[src/rtl/dcr_pkg.sv]
/*
 * Constants of the DAC control register bank: register offsets, field
 * positions, write masks, default values and serial framing codes.
 * Assumes nothing of its surroundings.
 */
package dcr_pkg;

    // register offsets (7-bit destination address)
    localparam logic [6:0] REG_SYSTEM    = 7'h00;
    localparam logic [6:0] REG_SOUND     = 7'h10;
    localparam logic [6:0] REG_VOLUME    = 7'h11;
    localparam logic [6:0] REG_INTERP    = 7'h18;
    localparam logic [6:0] REG_LOCK      = 7'h38;
    localparam logic [6:0] REG_MULTIPLEX = 7'h40;
    localparam logic [6:0] REG_RESTORE   = 7'h7F;

    // writable bits and defaults
    localparam logic [15:0] SYSTEM_MASK    = 16'h2658;
    localparam logic [15:0] SYSTEM_DEF     = 16'h2040;
    localparam logic [15:0] SOUND_MASK     = 16'h3F1F;
    localparam logic [15:0] SOUND_DEF      = 16'h0001;
    localparam logic [15:0] VOLUME_MASK    = 16'h003F;
    localparam logic [15:0] VOLUME_DEF     = 16'h0000;
    localparam logic [15:0] MULTIPLEX_MASK = 16'h0003;
    localparam logic [15:0] MULTIPLEX_DEF  = 16'h0002;

    // field positions
    localparam int BIT_POWER_ON   = 13;
    localparam int BIT_SLICER_SEL = 10;
    localparam int BIT_REGEN_SRC  = 9;
    localparam int BIT_DAC_SRC    = 6;
    localparam int FMT_HI         = 4;
    localparam int FMT_LO         = 3;
    localparam int FILT_HI        = 13;
    localparam int FILT_LO        = 12;
    localparam int BASS_HI        = 11;
    localparam int BASS_LO        = 8;
    localparam int TREB_HI        = 4;
    localparam int TREB_LO        = 3;
    localparam int DEEMPH_HI      = 2;
    localparam int DEEMPH_LO      = 1;
    localparam int BIT_SOFT_MUTE  = 0;
    localparam int VOL_HI         = 5;
    localparam int BIT_LOCK_MUTE  = 1;
    localparam int BIT_PLL_RESET  = 0;

    // volume decoding
    localparam logic [5:0] VOL_ZERO_CODES = 6'h02;
    localparam logic [5:0] VOL_MAX_ATTEN  = 6'h3C;
    localparam logic [5:0] VOL_MUTE_CODE  = 6'h3E;
    localparam logic [5:0] VOL_STEP       = 6'h01;

    // serial framing
    localparam logic [5:0] DEV_ADDR_DEF = 6'h06;
    localparam logic [1:0] DOM_WRITE    = 2'h2;
    localparam logic [1:0] DOM_READ     = 2'h3;
    localparam logic [2:0] LAST_BIT     = 3'h7;
    localparam logic [4:0] READ_BITS    = 5'h17;

    typedef enum logic [2:0] {
        ST_IDLE,
        ST_REG_ADDR,
        ST_DATA_HI,
        ST_DATA_LO,
        ST_READ_OUT
    } dcr_state_t;

endpackage : dcr_pkg

[src/rtl/dcr_sync.sv]
/*
 * Two-stage synchroniser for one level from outside the core clock domain.
 * Assumes core_clk runs continuously and rst is asynchronous, active high.
 */
`timescale 1ns/10ps
module dcr_sync
    import dcr_pkg::*;
#(
    // level held during reset; match the line's idle level
    parameter logic RESET_VAL = 1'b0
)
(
    // clock and reset
    input  wire logic core_clk,
    input  wire logic rst,
    // level
    input  wire logic d,
    output logic      q
);

    logic meta_reg;

    always_ff @(posedge core_clk or posedge rst)
    begin
        if (rst)
        begin
            meta_reg <= RESET_VAL;
            q        <= RESET_VAL;
        end
        else
        begin
            meta_reg <= d;
            q        <= meta_reg;
        end
    end

endmodule : dcr_sync

[src/rtl/dcr_top.sv]
/*
 * Control register bank of an audio DAC, reached over a three-wire serial
 * control port (mode, clock, data). Holds the writable settings, drives
 * them out as control levels and returns decoder status on reads.
 * Assumes the three control lines are asynchronous to core_clk, the status
 * inputs come from logic on core_clk, and the control clock is far slower
 * than core_clk. Bytes arrive bit 0 first; data bytes carry D15 first.
 */
//
// Behaviour
// - any write to 0x7F restores every writable field to default
// - restore touches control registers only; status and link state keep going
// - register 0x00 bit 13 powers the DAC on, default on
// - register 0x00 bit 10 picks slicer input, default input 0
// - register 0x00 bit 9 picks clock regeneration reference, default input
// - with input as clock source the device is clock master on ports
// - register 0x00 bit 6 picks DAC data source, default IEC input
// - register 0x00 bits 4:3 set serial format, default I2S
// - register 0x10 holds filter mode, bass, treble, de-emphasis, soft mute
// - soft mute bit mutes output when set, defaults to muting
// - lock-loss mute bit hard-mutes output on loss of lock, default set
// - PLL reset bit holds PLL in reset while set, default clear
// - six-bit volume attenuates both channels 0..-60 dB plus full mute
`timescale 1ns/10ps
module dcr_top
    import dcr_pkg::*;
#(
    parameter logic [5:0] DEV_ADDR = DEV_ADDR_DEF
)
(
    // clock and reset
    input  wire logic       core_clk,
    input  wire logic       rst,
    // serial control port
    input  wire logic       ctrl_mode_line,
    input  wire logic       ctrl_clock_line,
    input  wire logic       ctrl_data_line_in,
    output logic            ctrl_data_line_out,
    output logic            ctrl_data_line_oe,
    // status from the decoder and interpolator
    input  wire logic       interpolator_muting,
    input  wire logic       pll_locked,
    input  wire logic       input_decoder_locked,
    input  wire logic [1:0] sample_rate_code,
    input  wire logic       non_pcm_detected,
    input  wire logic       pre_emphasis_detected,
    input  wire logic [1:0] timing_grade,
    // system settings
    output logic            dac_power_on,
    output logic            slicer_input_select,
    output logic            regen_clock_source,
    output logic            clock_master,
    output logic            dac_source_select,
    output logic [1:0]      serial_format,
    // sound features
    output logic [1:0]      filter_mode,
    output logic [3:0]      bass_level,
    output logic [1:0]      treble_level,
    output logic [1:0]      deemphasis_select,
    output logic            soft_mute_enable,
    output logic [5:0]      volume_code,
    output logic [5:0]      volume_atten_db,
    output logic            volume_full_mute,
    // multiplex settings
    output logic            lock_loss_mute,
    output logic            hard_mute,
    output logic            pll_reset_hold
);

    function automatic logic [7:0] rev8(input logic [7:0] v);
        for (int i = 0; i < 8; i++)
        begin
            rev8[i] = v[7 - i];
        end
    endfunction : rev8

    function automatic logic [15:0] upd(input logic [15:0] cur,
                                        input logic        hit,
                                        input logic        restore,
                                        input logic [15:0] data,
                                        input logic [15:0] mask,
                                        input logic [15:0] def);
        upd = restore ? def : (hit ? (data & mask) : cur);
    endfunction : upd

    logic       mode_s;
    logic       sclk_s;
    logic       sdata_s;

    dcr_sync u_sync_mode  (.core_clk(core_clk), .rst(rst), .d(ctrl_mode_line),    .q(mode_s));
    // control clock idles high; a low reset value would fake a rise after reset
    dcr_sync #(.RESET_VAL(1'b1)) u_sync_clock (.core_clk(core_clk), .rst(rst),
        .d(ctrl_clock_line), .q(sclk_s));
    dcr_sync u_sync_data  (.core_clk(core_clk), .rst(rst), .d(ctrl_data_line_in), .q(sdata_s));

    logic        sclk_d_reg;
    logic        mode_d_reg;
    logic [7:0]  shift_reg;
    logic [2:0]  bit_cnt_reg;
    logic [7:0]  data_hi_reg;
    logic [6:0]  wr_addr_reg;
    logic [6:0]  rd_addr_reg;
    logic [23:0] rd_shift_reg;
    logic [4:0]  rd_cnt_reg;
    dcr_state_t  state_reg;
    dcr_state_t  state_next;
    logic [15:0] sys_reg;
    logic [15:0] snd_reg;
    logic [15:0] vol_reg;
    logic [15:0] mux_reg;

    // edge and byte detection on the synchronised lines
    wire        sclk_rise = sclk_s & ~sclk_d_reg;
    wire        mode_chg  = mode_s ^ mode_d_reg;
    wire        reading   = (state_reg == ST_READ_OUT);
    wire        byte_done = sclk_rise & ~mode_chg & ~reading & (bit_cnt_reg == LAST_BIT);
    wire [7:0]  byte_in   = {sdata_s, shift_reg[7:1]};
    wire [7:0]  byte_msb  = rev8(byte_in);
    wire        addr_byte = byte_done & ~mode_s;
    wire        data_byte = byte_done & mode_s;
    wire        dev_hit   = (byte_in[7:2] == DEV_ADDR);
    wire        dom_wr    = dev_hit & (byte_in[1:0] == DOM_WRITE);
    wire        dom_rd    = dev_hit & (byte_in[1:0] == DOM_READ);
    wire        out_shift = reading & mode_s & sclk_rise;
    wire        out_last  = out_shift & (rd_cnt_reg == READ_BITS);

    // write commit only after the second data byte
    wire        wr_commit = data_byte & (state_reg == ST_DATA_LO);
    wire [15:0] wr_data   = {data_hi_reg, byte_msb};
    wire        restore   = wr_commit & (wr_addr_reg == REG_RESTORE);
    wire        hit_sys   = wr_commit & (wr_addr_reg == REG_SYSTEM);
    wire        hit_snd   = wr_commit & (wr_addr_reg == REG_SOUND);
    wire        hit_vol   = wr_commit & (wr_addr_reg == REG_VOLUME);
    wire        hit_mux   = wr_commit & (wr_addr_reg == REG_MULTIPLEX);

    wire [15:0] sys_next  = upd(sys_reg, hit_sys, restore, wr_data, SYSTEM_MASK, SYSTEM_DEF);
    wire [15:0] snd_next  = upd(snd_reg, hit_snd, restore, wr_data, SOUND_MASK, SOUND_DEF);
    wire [15:0] vol_next  = upd(vol_reg, hit_vol, restore, wr_data, VOLUME_MASK, VOLUME_DEF);
    wire [15:0] mux_next  = upd(mux_reg, hit_mux, restore, wr_data, MULTIPLEX_MASK,
                                MULTIPLEX_DEF);

    // readback selection; status words built from live inputs
    wire [15:0] interp_word = {15'h0000, interpolator_muting};
    wire [15:0] lock_word   = {5'h00, pll_locked, 1'b0, input_decoder_locked,
                               sample_rate_code, non_pcm_detected, 1'b0,
                               pre_emphasis_detected, 1'b0, timing_grade};
    wire        rd_valid  = (rd_addr_reg == REG_SYSTEM) | (rd_addr_reg == REG_SOUND) |
                            (rd_addr_reg == REG_VOLUME) | (rd_addr_reg == REG_INTERP) |
                            (rd_addr_reg == REG_LOCK) | (rd_addr_reg == REG_MULTIPLEX);
    wire [15:0] rd_word   = (rd_addr_reg == REG_SYSTEM)    ? sys_reg     :
                            (rd_addr_reg == REG_SOUND)     ? snd_reg     :
                            (rd_addr_reg == REG_VOLUME)    ? vol_reg     :
                            (rd_addr_reg == REG_INTERP)    ? interp_word :
                            (rd_addr_reg == REG_LOCK)      ? lock_word   :
                            (rd_addr_reg == REG_MULTIPLEX) ? mux_reg     : 16'h0000;
    wire        rd_load   = addr_byte & dom_rd;

    // volume: codes 0,1 are 0 dB, then 1 dB per step, saturating; top codes mute
    wire [5:0]  vol_c     = vol_next[VOL_HI:0];
    wire [5:0]  vol_sub   = vol_c - VOL_STEP;
    wire [5:0]  atten_nx  = (vol_c < VOL_ZERO_CODES) ? 6'h00 :
                            (vol_sub > VOL_MAX_ATTEN) ? VOL_MAX_ATTEN : vol_sub;

    always_comb
    begin
        state_next = state_reg;
        if (addr_byte)
        begin
            state_next = dom_wr ? ST_REG_ADDR : (dom_rd ? ST_READ_OUT : ST_IDLE);
        end
        else if (data_byte)
        begin
            unique case (state_reg)
                ST_REG_ADDR: state_next = byte_msb[7] ? ST_IDLE : ST_DATA_HI;
                ST_DATA_HI:  state_next = ST_DATA_LO;
                ST_DATA_LO:  state_next = ST_IDLE;
                ST_IDLE:     state_next = ST_IDLE;
                ST_READ_OUT: state_next = ST_READ_OUT;
            endcase
        end
        else if (out_last | (reading & mode_chg & ~mode_s))
        begin
            state_next = ST_IDLE;
        end
    end

    always_ff @(posedge core_clk or posedge rst)
    begin
        if (rst)
        begin
            sclk_d_reg  <= 1'b1;
            mode_d_reg  <= 1'b0;
            shift_reg   <= 8'h00;
            bit_cnt_reg <= 3'h0;
            state_reg   <= ST_IDLE;
        end
        else
        begin
            sclk_d_reg  <= sclk_s;
            mode_d_reg  <= mode_s;
            shift_reg   <= sclk_rise ? byte_in : shift_reg;
            bit_cnt_reg <= mode_chg ? 3'h0 : (sclk_rise ? bit_cnt_reg + 3'h1 : bit_cnt_reg);
            state_reg   <= state_next;
        end
    end

    // latch destination addresses and the first data byte
    always_ff @(posedge core_clk or posedge rst)
    begin
        if (rst)
        begin
            wr_addr_reg <= 7'h00;
            rd_addr_reg <= 7'h00;
            data_hi_reg <= 8'h00;
        end
        else
        begin
            if (data_byte && state_reg == ST_REG_ADDR && !byte_msb[7])
            begin
                wr_addr_reg <= byte_msb[6:0];
            end
            if (data_byte && state_reg == ST_REG_ADDR && byte_msb[7])
            begin
                rd_addr_reg <= byte_msb[6:0];
            end
            if (data_byte && state_reg == ST_DATA_HI)
            begin
                data_hi_reg <= byte_msb;
            end
        end
    end

    // read answer: flag and address byte, then D15 down to D0
    always_ff @(posedge core_clk or posedge rst)
    begin
        if (rst)
        begin
            rd_shift_reg       <= 24'h000000;
            rd_cnt_reg         <= 5'h00;
            ctrl_data_line_out <= 1'b0;
            ctrl_data_line_oe  <= 1'b0;
        end
        else
        begin
            if (rd_load)
            begin
                rd_shift_reg <= {~rd_valid, rd_addr_reg, rd_word};
                rd_cnt_reg   <= 5'h00;
            end
            else if (out_shift)
            begin
                rd_shift_reg <= {rd_shift_reg[22:0], 1'b0};
                rd_cnt_reg   <= rd_cnt_reg + 5'h01;
            end
            ctrl_data_line_out <= rd_load ? ~rd_valid :
                                  (out_shift ? rd_shift_reg[22] : rd_shift_reg[23]);
            ctrl_data_line_oe  <= (state_next == ST_READ_OUT) & mode_s;
        end
    end

    // control registers; status and serial state are untouched by restore
    always_ff @(posedge core_clk or posedge rst)
    begin
        if (rst)
        begin
            sys_reg          <= SYSTEM_DEF;
            snd_reg          <= SOUND_DEF;
            vol_reg          <= VOLUME_DEF;
            mux_reg          <= MULTIPLEX_DEF;
            clock_master     <= ~SYSTEM_DEF[BIT_REGEN_SRC];
            volume_atten_db  <= 6'h00;
            volume_full_mute <= 1'b0;
            hard_mute        <= 1'b0;
        end
        else
        begin
            sys_reg          <= sys_next;
            snd_reg          <= snd_next;
            vol_reg          <= vol_next;
            mux_reg          <= mux_next;
            clock_master     <= ~sys_next[BIT_REGEN_SRC];
            volume_atten_db  <= atten_nx;
            volume_full_mute <= (vol_c >= VOL_MUTE_CODE);
            hard_mute        <= mux_reg[BIT_LOCK_MUTE] & ~pll_locked;
        end
    end

    assign dac_power_on        = sys_reg[BIT_POWER_ON];
    assign slicer_input_select = sys_reg[BIT_SLICER_SEL];
    assign regen_clock_source  = sys_reg[BIT_REGEN_SRC];
    assign dac_source_select   = sys_reg[BIT_DAC_SRC];
    assign serial_format       = sys_reg[FMT_HI:FMT_LO];
    assign filter_mode         = snd_reg[FILT_HI:FILT_LO];
    assign bass_level          = snd_reg[BASS_HI:BASS_LO];
    assign treble_level        = snd_reg[TREB_HI:TREB_LO];
    assign deemphasis_select   = snd_reg[DEEMPH_HI:DEEMPH_LO];
    assign soft_mute_enable    = snd_reg[BIT_SOFT_MUTE];
    assign volume_code         = vol_reg[VOL_HI:0];
    assign lock_loss_mute      = mux_reg[BIT_LOCK_MUTE];
    assign pll_reset_hold      = mux_reg[BIT_PLL_RESET];
endmodule : dcr_top
[config.mk]
export PLATFORM = sky130hd
export DESIGN_NAME = dcr_top
export DESIGN_NICKNAME = d
export VERILOG_FILES = /design/src/rtl/dcr_pkg.sv /design/src/rtl/dcr_sync.sv /design/src/rtl/dcr_top.sv
export SDC_FILE = /design/constraint.sdc
export NUM_CORES = 1
export LEC_CHECK = 0
export ABC_CLOCK_PERIOD_IN_PS = 3100
export BUFFER_PORTS_ARGS = -buffer_cell sky130_fd_sc_hd__buf_4
export CAP_MARGIN = 30
export CORE_MARGIN = 5
export CORE_UTILIZATION = 53
export DETAILED_ROUTE_END_ITERATION = 6
export MAX_ROUTING_LAYER = met4
export PLACE_DENSITY = 0.76
export SLEW_MARGIN = 20
export SYNTH_ARGS = -nofsm -noshare
export SYNTH_HDL_FRONTEND = slang
export SYNTH_HIERARCHICAL = 1
export SYNTH_SLANG_ARGS = --single-unit
[constraint.sdc]
create_clock -name core_clk -period 3.1 [get_ports core_clk]
set_input_delay 0.31 -clock core_clk [delete_from_list [all_inputs] [get_ports core_clk]]
set_output_delay 0.31 -clock core_clk [all_outputs]
set_load 0.03 [all_outputs]
# ---- Word-level counts from Yosys, hierarchy flattened
# Index checks and enable logic that the tools add are counted.
# W data, S select, Z words.
dict set report classes {
  n_addsub 3
  n_lt_le_gt_ge 3
  n_eq_ne 19
  n_mux 31
  bitwise 36
  reduce_logical 15
}
# operator count
set ops {}
lappend ops {{$mux W16} 14}
lappend ops {{$mux W24} 2}
lappend ops {{$eq A7 B5 Y1 const B} 5}
lappend ops {{$and A1 B1 Y1} 22}
lappend ops {{$eq A7 B7 Y1 const B} 3}
lappend ops {{$mux W3} 7}
lappend ops {{$logic_not A7 Y1} 2}
lappend ops {{$mux W6} 2}
lappend ops {{$pmux W3 S4} 1}
lappend ops {{$reduce_bool A2 Y1} 6}
lappend ops {{$mux W5} 2}
lappend ops {{$eq A3 B3 Y1 const B} 3}
lappend ops {{$eq A7 B6 Y1 const B} 1}
lappend ops {{$not A1 Y1} 7}
lappend ops {{$eq A3 B2 Y1 const B} 2}
lappend ops {{$eq A6 B3 Y1 const B} 1}
lappend ops {{$ge A6 B6 Y1 const B} 1}
lappend ops {{$gt A6 B6 Y1 const B} 1}
lappend ops {{$lt A6 B2 Y1 const B} 1}
lappend ops {{$or A1 B1 Y1} 6}
lappend ops {{$sub A6 B1 Y6 const B} 1}
lappend ops {{$add A5 B1 Y5 const B} 1}
lappend ops {{$eq A5 B5 Y1 const B} 1}
lappend ops {{$eq A2 B2 Y1 const B} 2}
lappend ops {{9 further kinds} 13}
dict set report word_totals {
  register_bits 146
  wordCells 135
}

# ---- Longest topological paths before layout
dict set report logic_depth {
  depth_word 14
  ltp_mapped 13
  depth_no_buf 12
}

# ---- Cells and area by module
# The synthesis kept the hierarchy.
# mod n_inst cells_each area_per_inst_um2 seq_area_each_um2
set modules_own_cells {}
lappend modules_own_cells {dcr_top 1 456 4754.6 2509.9}
lappend modules_own_cells {{dcr_sync at u_sync_data ...} 2 3 53.8 50.0}
lappend modules_own_cells {{dcr_sync at u_sync_clock} 1 3 56.3 52.6}

# ---- Worst setup path before layout
# No wires, ideal clock.
dict set report synth_path {
  path_type {register to register}
  from {register bit_cnt_reg[0]}
  to {register volume_atten_db[0]}
  setup_ps 149
  arrival_ps 2407
  slack_ps 544
  stages_incl_launch_ff 12
  n_path_buf 1
  synth_period_minus_slack_ps 2556
  cell_sequence {dfrtp_1 -> ha_1 -> ha_1 -> nand4_1 -> and4bb_2 -> buf_2 -> mux2i_1 -> or2_2 -> ha_1 -> o211a_1 -> nor4_2 -> a211oi_1}
}
dict set report synth_via {
  elab_chain_len 11
  elab_cells_between_ends 13
  cone_classes {1 x add/sub; 2 x order compare; 1 x eq/ne; 4 x mux; 5 x bitwise}
}
# element line_no
set synth_rtl {}
lappend synth_rtl {{start, declared} dcr_top.sv:99} ;# logic [2:0] bit_cnt_reg;
lappend synth_rtl {{start signal, assigned} dcr_top.sv:202} ;# bit_cnt_reg <= mode_chg ? 3'h0 : (sclk_rise ? bit_cnt_reg + 3'h1 : bit_cnt_reg);
lappend synth_rtl {{$eq A3 B3 Y1 *} dcr_top.sv:116} ;# wire byte_done = sclk_rise & ~mode_chg & ~reading & (bit_cnt_reg == LAST_BIT);
lappend synth_rtl {{$and A1 B1 Y1 *} dcr_top.sv:116}
lappend synth_rtl {{$and A1 B1 Y1 *} dcr_top.sv:120} ;# wire data_byte = byte_done & mode_s;
lappend synth_rtl {{$and A1 B1 Y1 *} dcr_top.sv:128} ;# wire wr_commit = data_byte & (state_reg == ST_DATA_LO);
lappend synth_rtl {{$and A1 B1 Y1} dcr_top.sv:133} ;# wire hit_vol = wr_commit & (wr_addr_reg == REG_VOLUME);
lappend synth_rtl {{$mux W16} dcr_top.sv:83} ;# upd = restore ? def : (hit ? (data & mask) : cur);
lappend synth_rtl {{$mux W16 *} dcr_top.sv:83}
lappend synth_rtl {{$sub A6 B1 Y6} dcr_top.sv:160} ;# wire [5:0] vol_sub = vol_c - VOL_STEP;
lappend synth_rtl {{$gt A6 B6 Y1} dcr_top.sv:162} ;# (vol_sub > VOL_MAX_ATTEN) ? VOL_MAX_ATTEN : vol_sub;
lappend synth_rtl {{$mux W6} dcr_top.sv:162}
lappend synth_rtl {{$mux W6 *} dcr_top.sv:161} ;# wire [5:0] atten_nx = (vol_c < VOL_ZERO_CODES) ? 6'h00 :
lappend synth_rtl {{net atten_nx[0]} dcr_top.sv:161}
lappend synth_rtl {{end signal, assigned} dcr_top.sv:282} ;# volume_atten_db <= atten_nx;
lappend synth_rtl {{end, declared} dcr_top.sv:62} ;# output logic [5:0] volume_atten_db,
# Mark *: on every way through the listed nets, which the timed path passes. The rest lies on a longest branch. The select of a mux whose other input is x is not followed.
# A chain may end at the register's enable or synchronous reset.

# ---- Worst setup path in the final report
dict set report layout_path {
  from {register bit_cnt_reg[0]}
  to {register volume_atten_db[0]}
}
dict set report layout_via {
  elab_chain_len 11
  elab_cells_between_ends 13
  cone_classes {1 x add/sub; 2 x order compare; 1 x eq/ne; 4 x mux; 5 x bitwise}
}
# element line_no
set layout_rtl {}
lappend layout_rtl {{$eq A3 B3 Y1 *} dcr_top.sv:116}
lappend layout_rtl {{$and A1 B1 Y1 *} dcr_top.sv:116}
lappend layout_rtl {{$and A1 B1 Y1 *} dcr_top.sv:120}
lappend layout_rtl {{$and A1 B1 Y1 *} dcr_top.sv:128}
lappend layout_rtl {{$and A1 B1 Y1} dcr_top.sv:133}
lappend layout_rtl {{$mux W16} dcr_top.sv:83}
lappend layout_rtl {{$mux W16 *} dcr_top.sv:83}
lappend layout_rtl {{net vol_next[0]} dcr_top.sv:138} ;# wire [15:0] vol_next = upd(vol_reg, hit_vol, restore, wr_data, VOLUME_MASK, VOLUME_DEF);
lappend layout_rtl {{$sub A6 B1 Y6} dcr_top.sv:160}
lappend layout_rtl {{$gt A6 B6 Y1} dcr_top.sv:162}
lappend layout_rtl {{$mux W6} dcr_top.sv:162}
lappend layout_rtl {{$mux W6 *} dcr_top.sv:161}
lappend layout_rtl {{net atten_nx[0]} dcr_top.sv:161}
# Marked as above.

==> impl_table.tex <==
\begin{tabular}{lr}
\hline
Metric & Value \\
\hline
\multicolumn{2}{l}{\textbf{Outcome}} \\
Outcome & finished clean \\
\multicolumn{2}{l}{\textbf{Pwr}} \\
Internal cell power & roughly 2 mW \\
Worst-case vdd ir drop & 0.440 mV \\
Net Sw Power & around 0.57 mW \\
Power share of the clock group & around 38\% \\
P per Cell Area & about 440 nW/um2 \\
Leakage power & around 2.8 nW \\
Switching share of total power & around 23\% \\
Register share of total power & slightly below 60\% \\
Proportion of power drawn by combinational gates & 4.2\% \\
\multicolumn{2}{l}{\textbf{CTS}} \\
Max Buffers Root-to-Sink & 2 \\
Clock sink total & $\sim$110 \\
Clock slew seen by the registers of the worst setup and hold paths & roughly 0.09 ns \\
Setup Fix Bufs, Post-CTS & 0 \\
Clock tree from TritonCTS & built \\
Max H-tree Level & 3 \\
Clock insertion delay at the later pin of the skew report & approximately 0.38 ns \\
Number of clock buffers inserted by TritonCTS & 9 \\
Buffer cell driving the clock tree root & clkbuf\_8 \\
\multicolumn{2}{l}{\textbf{Hold path}} \\
Path type of the worst min-delay path & primary input to flop \\
Critical hold path startpoint & ctrl\_mode\_line \\
\multicolumn{2}{l}{\textbf{Die}} \\
Core Region & roughly 9200 um2 \\
I/O pin count & 50 \\
Number of rows in the core area & 35 \\
Die Footprint & around 11000 um2 \\
X dimension of the die & approximately 110 um \\
Initial Utilization & roughly 54\% \\
Die Y & 106 um \\
\multicolumn{2}{l}{\textbf{STA}} \\
Unrepaired setup endpoints after global routing & no \\
Portion of the clock cycle consumed by the worst path in the final layout & between 80\% and 90\% \\
Fin. Hold Viols & 0 \\
Worst-margin pin slew & 0.689 ns \\
Final setup TNS & 0 ns \\
Total count of max-transition violations in the final report & 0 \\
Finish-stage setup viols & 0 \\
Worst relative slew slack & a little over half \\
Min cycle time layout & around 2.7 ns \\
Maximum clock frequency & 366 MHz \\
Setup skew after layout & between 0.01 and 0.015 ns \\
Worst hold margin & between 0.03 and 0.04 ns \\
\multicolumn{2}{l}{\textbf{Layout}} \\
Fill cell count & about 730 \\
Diode insertion count for antenna repair & 0 \\
Highest-count cells in the layout ignoring fill and taps & dfrtp\_1 (98), nand2\_1 (69), buf\_4 (59), nor2\_1 (44) \\
Total non-filler cell area in the finished layout & 5670 um2 \\
Area overhead of the layout relative to synthesis & 15.3\% \\
Net count, final & between 500 and 600 \\
Non-filler cells in the finished layout & 630 \\
Most common cell after layout, fill and taps aside & dfrtp\_1 \\
Post-layout utilization of the core & between 60\% and 70\% \\
Share of final-layout standard cells stronger than drive strength 1 & 23.3\% \\
Number of flip-flops under the largest register name & 24 \\
\multicolumn{2}{l}{\textbf{Synth}} \\
Net count after synthesis & 484 \\
Number of flops mapped to enable cells by yosys & 0 \\
Total of flip-flops plus latches after synthesis & approximately 110 \\
Largest cells by area after synthesis & dfrtp\_1 (50\%), mux2i\_1 (5.7\%), nand2\_1 (5.3\%), mux2\_2 (4.4\%), dfstp\_2 (4.3\%) \\
Yosys top cell area share & around half \\
Primary FF master, synth & dfrtp\_1 \\
Cell taking the most area after synthesis & dfrtp\_1 \\
Netlist cell types & 53 \\
Average footprint of a synthesized cell & 10.6 um2 \\
Sequential element share of the synthesized area & a little over half \\
Cell count after synthesis & roughly 470 \\
Total standard cell area after synthesis & 4920 um2 \\
Total of warnings raised by yosys & 6 \\
Ys async rst share & between 90\% and 100\% \\
\multicolumn{2}{l}{\textbf{Global routing}} \\
Total grt overflow & 0 \\
Global-route wire length before repair & 18900 um \\
Largest net degree at the start of global routing & between 100 and 150 \\
Vias in the first global route & approximately 3.8k \\
Initial antenna violation count & 0 \\
Total Routing Usage GR & between 20\% and 30\% \\
\multicolumn{2}{l}{\textbf{Placement}} \\
HPWL after detailed placement & around 7800 um \\
\# port buffers & between 40 and 50 \\
Count of placed standard cells including taps & just over 600 \\
Area post-placement & 5430 um2 \\
Final RePlAce weighted congestion & 0.886 \\
\multicolumn{2}{l}{\textbf{Setup path}} \\
Setup crit start kind & flop \\
Highest net fanout along the worst path & 13 \\
Launching element of the worst setup path & bit\_cnt\_reg[0] \\
Startpoint of the most critical register-to-register path & bit\_cnt\_reg[0] \\
Critical Path Sink Type & flop \\
Worst EP arrival & $\sim$3 ns \\
Data required, critical path & between 3 and 4 ns \\
Crit path kind & flop to flop \\
\multicolumn{2}{l}{\textbf{Drt}} \\
Drt via density & approximately 5.9 \\
Total via count after detailed routing & 3710 \\
Final routed wirelength across all metal layers & around 11000 um \\
Routed WL per cell & approximately 18 um \\
Count of nets left with antenna violations after detail routing & 0 \\
TritonRoute pass-1 iters & 5 \\
First DRT Iteration DRCs & about 240 \\
Post-detailed-route DRC marker count & 0 \\
\multicolumn{2}{l}{\textbf{Run}} \\
Maxcap violations & 0 \\
\hline
\end{tabular}
[path summary, 6_finish.rpt]
| kind | endpoint | slack [ns] | depth (start not counted) |
|---|---|---|---|
| max in group asynchronous | clock_master | 2.06 | 4 |
| min | u_sync_mode/meta_reg | 0.04 | 1 |
| max reg2reg | volume_atten_db[0] | 0.37 | 11 |
| max | volume_atten_db[0] | 0.37 | 11 |
| min reg2reg | u_sync_clock/q | 0.36 | 0 |
| min in group asynchronous | u_sync_data/meta_reg | 0.37 | 3 |
[final cells by class]
class,count,area [um2],share of cell area (%)
Clock inverter,4,73.8,1.30
Multi-Input combinational cell,321,2110,37.2
Clock buffer,12,155,2.74
Inverter,15,58.8,1.04
Tap cell,111,139,2.45
Sequential cell,106,2660,47.0
Timing Repair Buffer,61,473,8.34
[power groups by stage]
stage          clock [mW]  combinational [mW]  sequential [mW]
3_3_place_gp            0               0.101             1.48
4_1_cts             0.967               0.107             1.45
2_1_floorplan           0              0.0770             1.45
5_1_grt              1.04               0.118             1.46
6_report            0.954               0.106             1.45
3_5_place_dp            0               0.106             1.48
[per-stage QoR]
stage	power (mW)	worst slack, ns
floorplan	1.53	0.181
global placement	1.58	0.475
detailed placement	1.59	0.372
CTS	2.53	0.335
global route	2.61	0.0917
finish	2.51	0.367
[worst max-delay path, stage by stage (launching register included)]
cell and delay [ns]:
dfrtp_1 0.37, ha_1 0.15, ha_1 0.15, nand4_1 0.15, and4bb_2 0.54, a21oi_1 0.11
nor2_1 0.23, inv_1 0.09, ha_1 0.25, o211a_1 0.16, nor4_2 0.27, a211oi_1 0.12
[cells by family (layout without fill, tap and decap cells)]
group / Yosys count / count (layout) / share of synthesized area [%]
xor+xnor: 9 / 9 / 1.60
mux: 52 / 52 / 11.6
simple gates: 182 / 182 / 17.9
fa+ha+maj: 5 / 5 / 1.27
flops: 106 / 106 / 54.1
buf+inv: 38 / 92 / 3.13
compound gates: 73 / 73 / 10.4
[synth_stat cells (all sizes together) (6+ instances only)]
library cell,instances
o21ai,9
a21oi,28
clkbuf,18
mux2i,28
dfstp,8
nand2,70
dfrtp,98
inv,15
nor2,44
nor3,18
nand3,12
mux2,24
a221oi,7
a211oi,6
nor2b,6
[metal layers]
layer	wire length (um)	GRT usage, %	vias to the layer above
li1	-	-	1737
met1	4860	27.6	1816
met2	5460	33.9	132
met3	800	5.77	25
met4	242	7.59	0
met5	0	-	-
[timing repair]
| action | in CTS | in global routing |
|---|---|---|
| hold endpoints to repair | 6 | 0 |
| hold buffers | 1 | 0 |
| resized for setup | 0 | 0 |
Note: power is estimated with default switching activity, not from simulation.
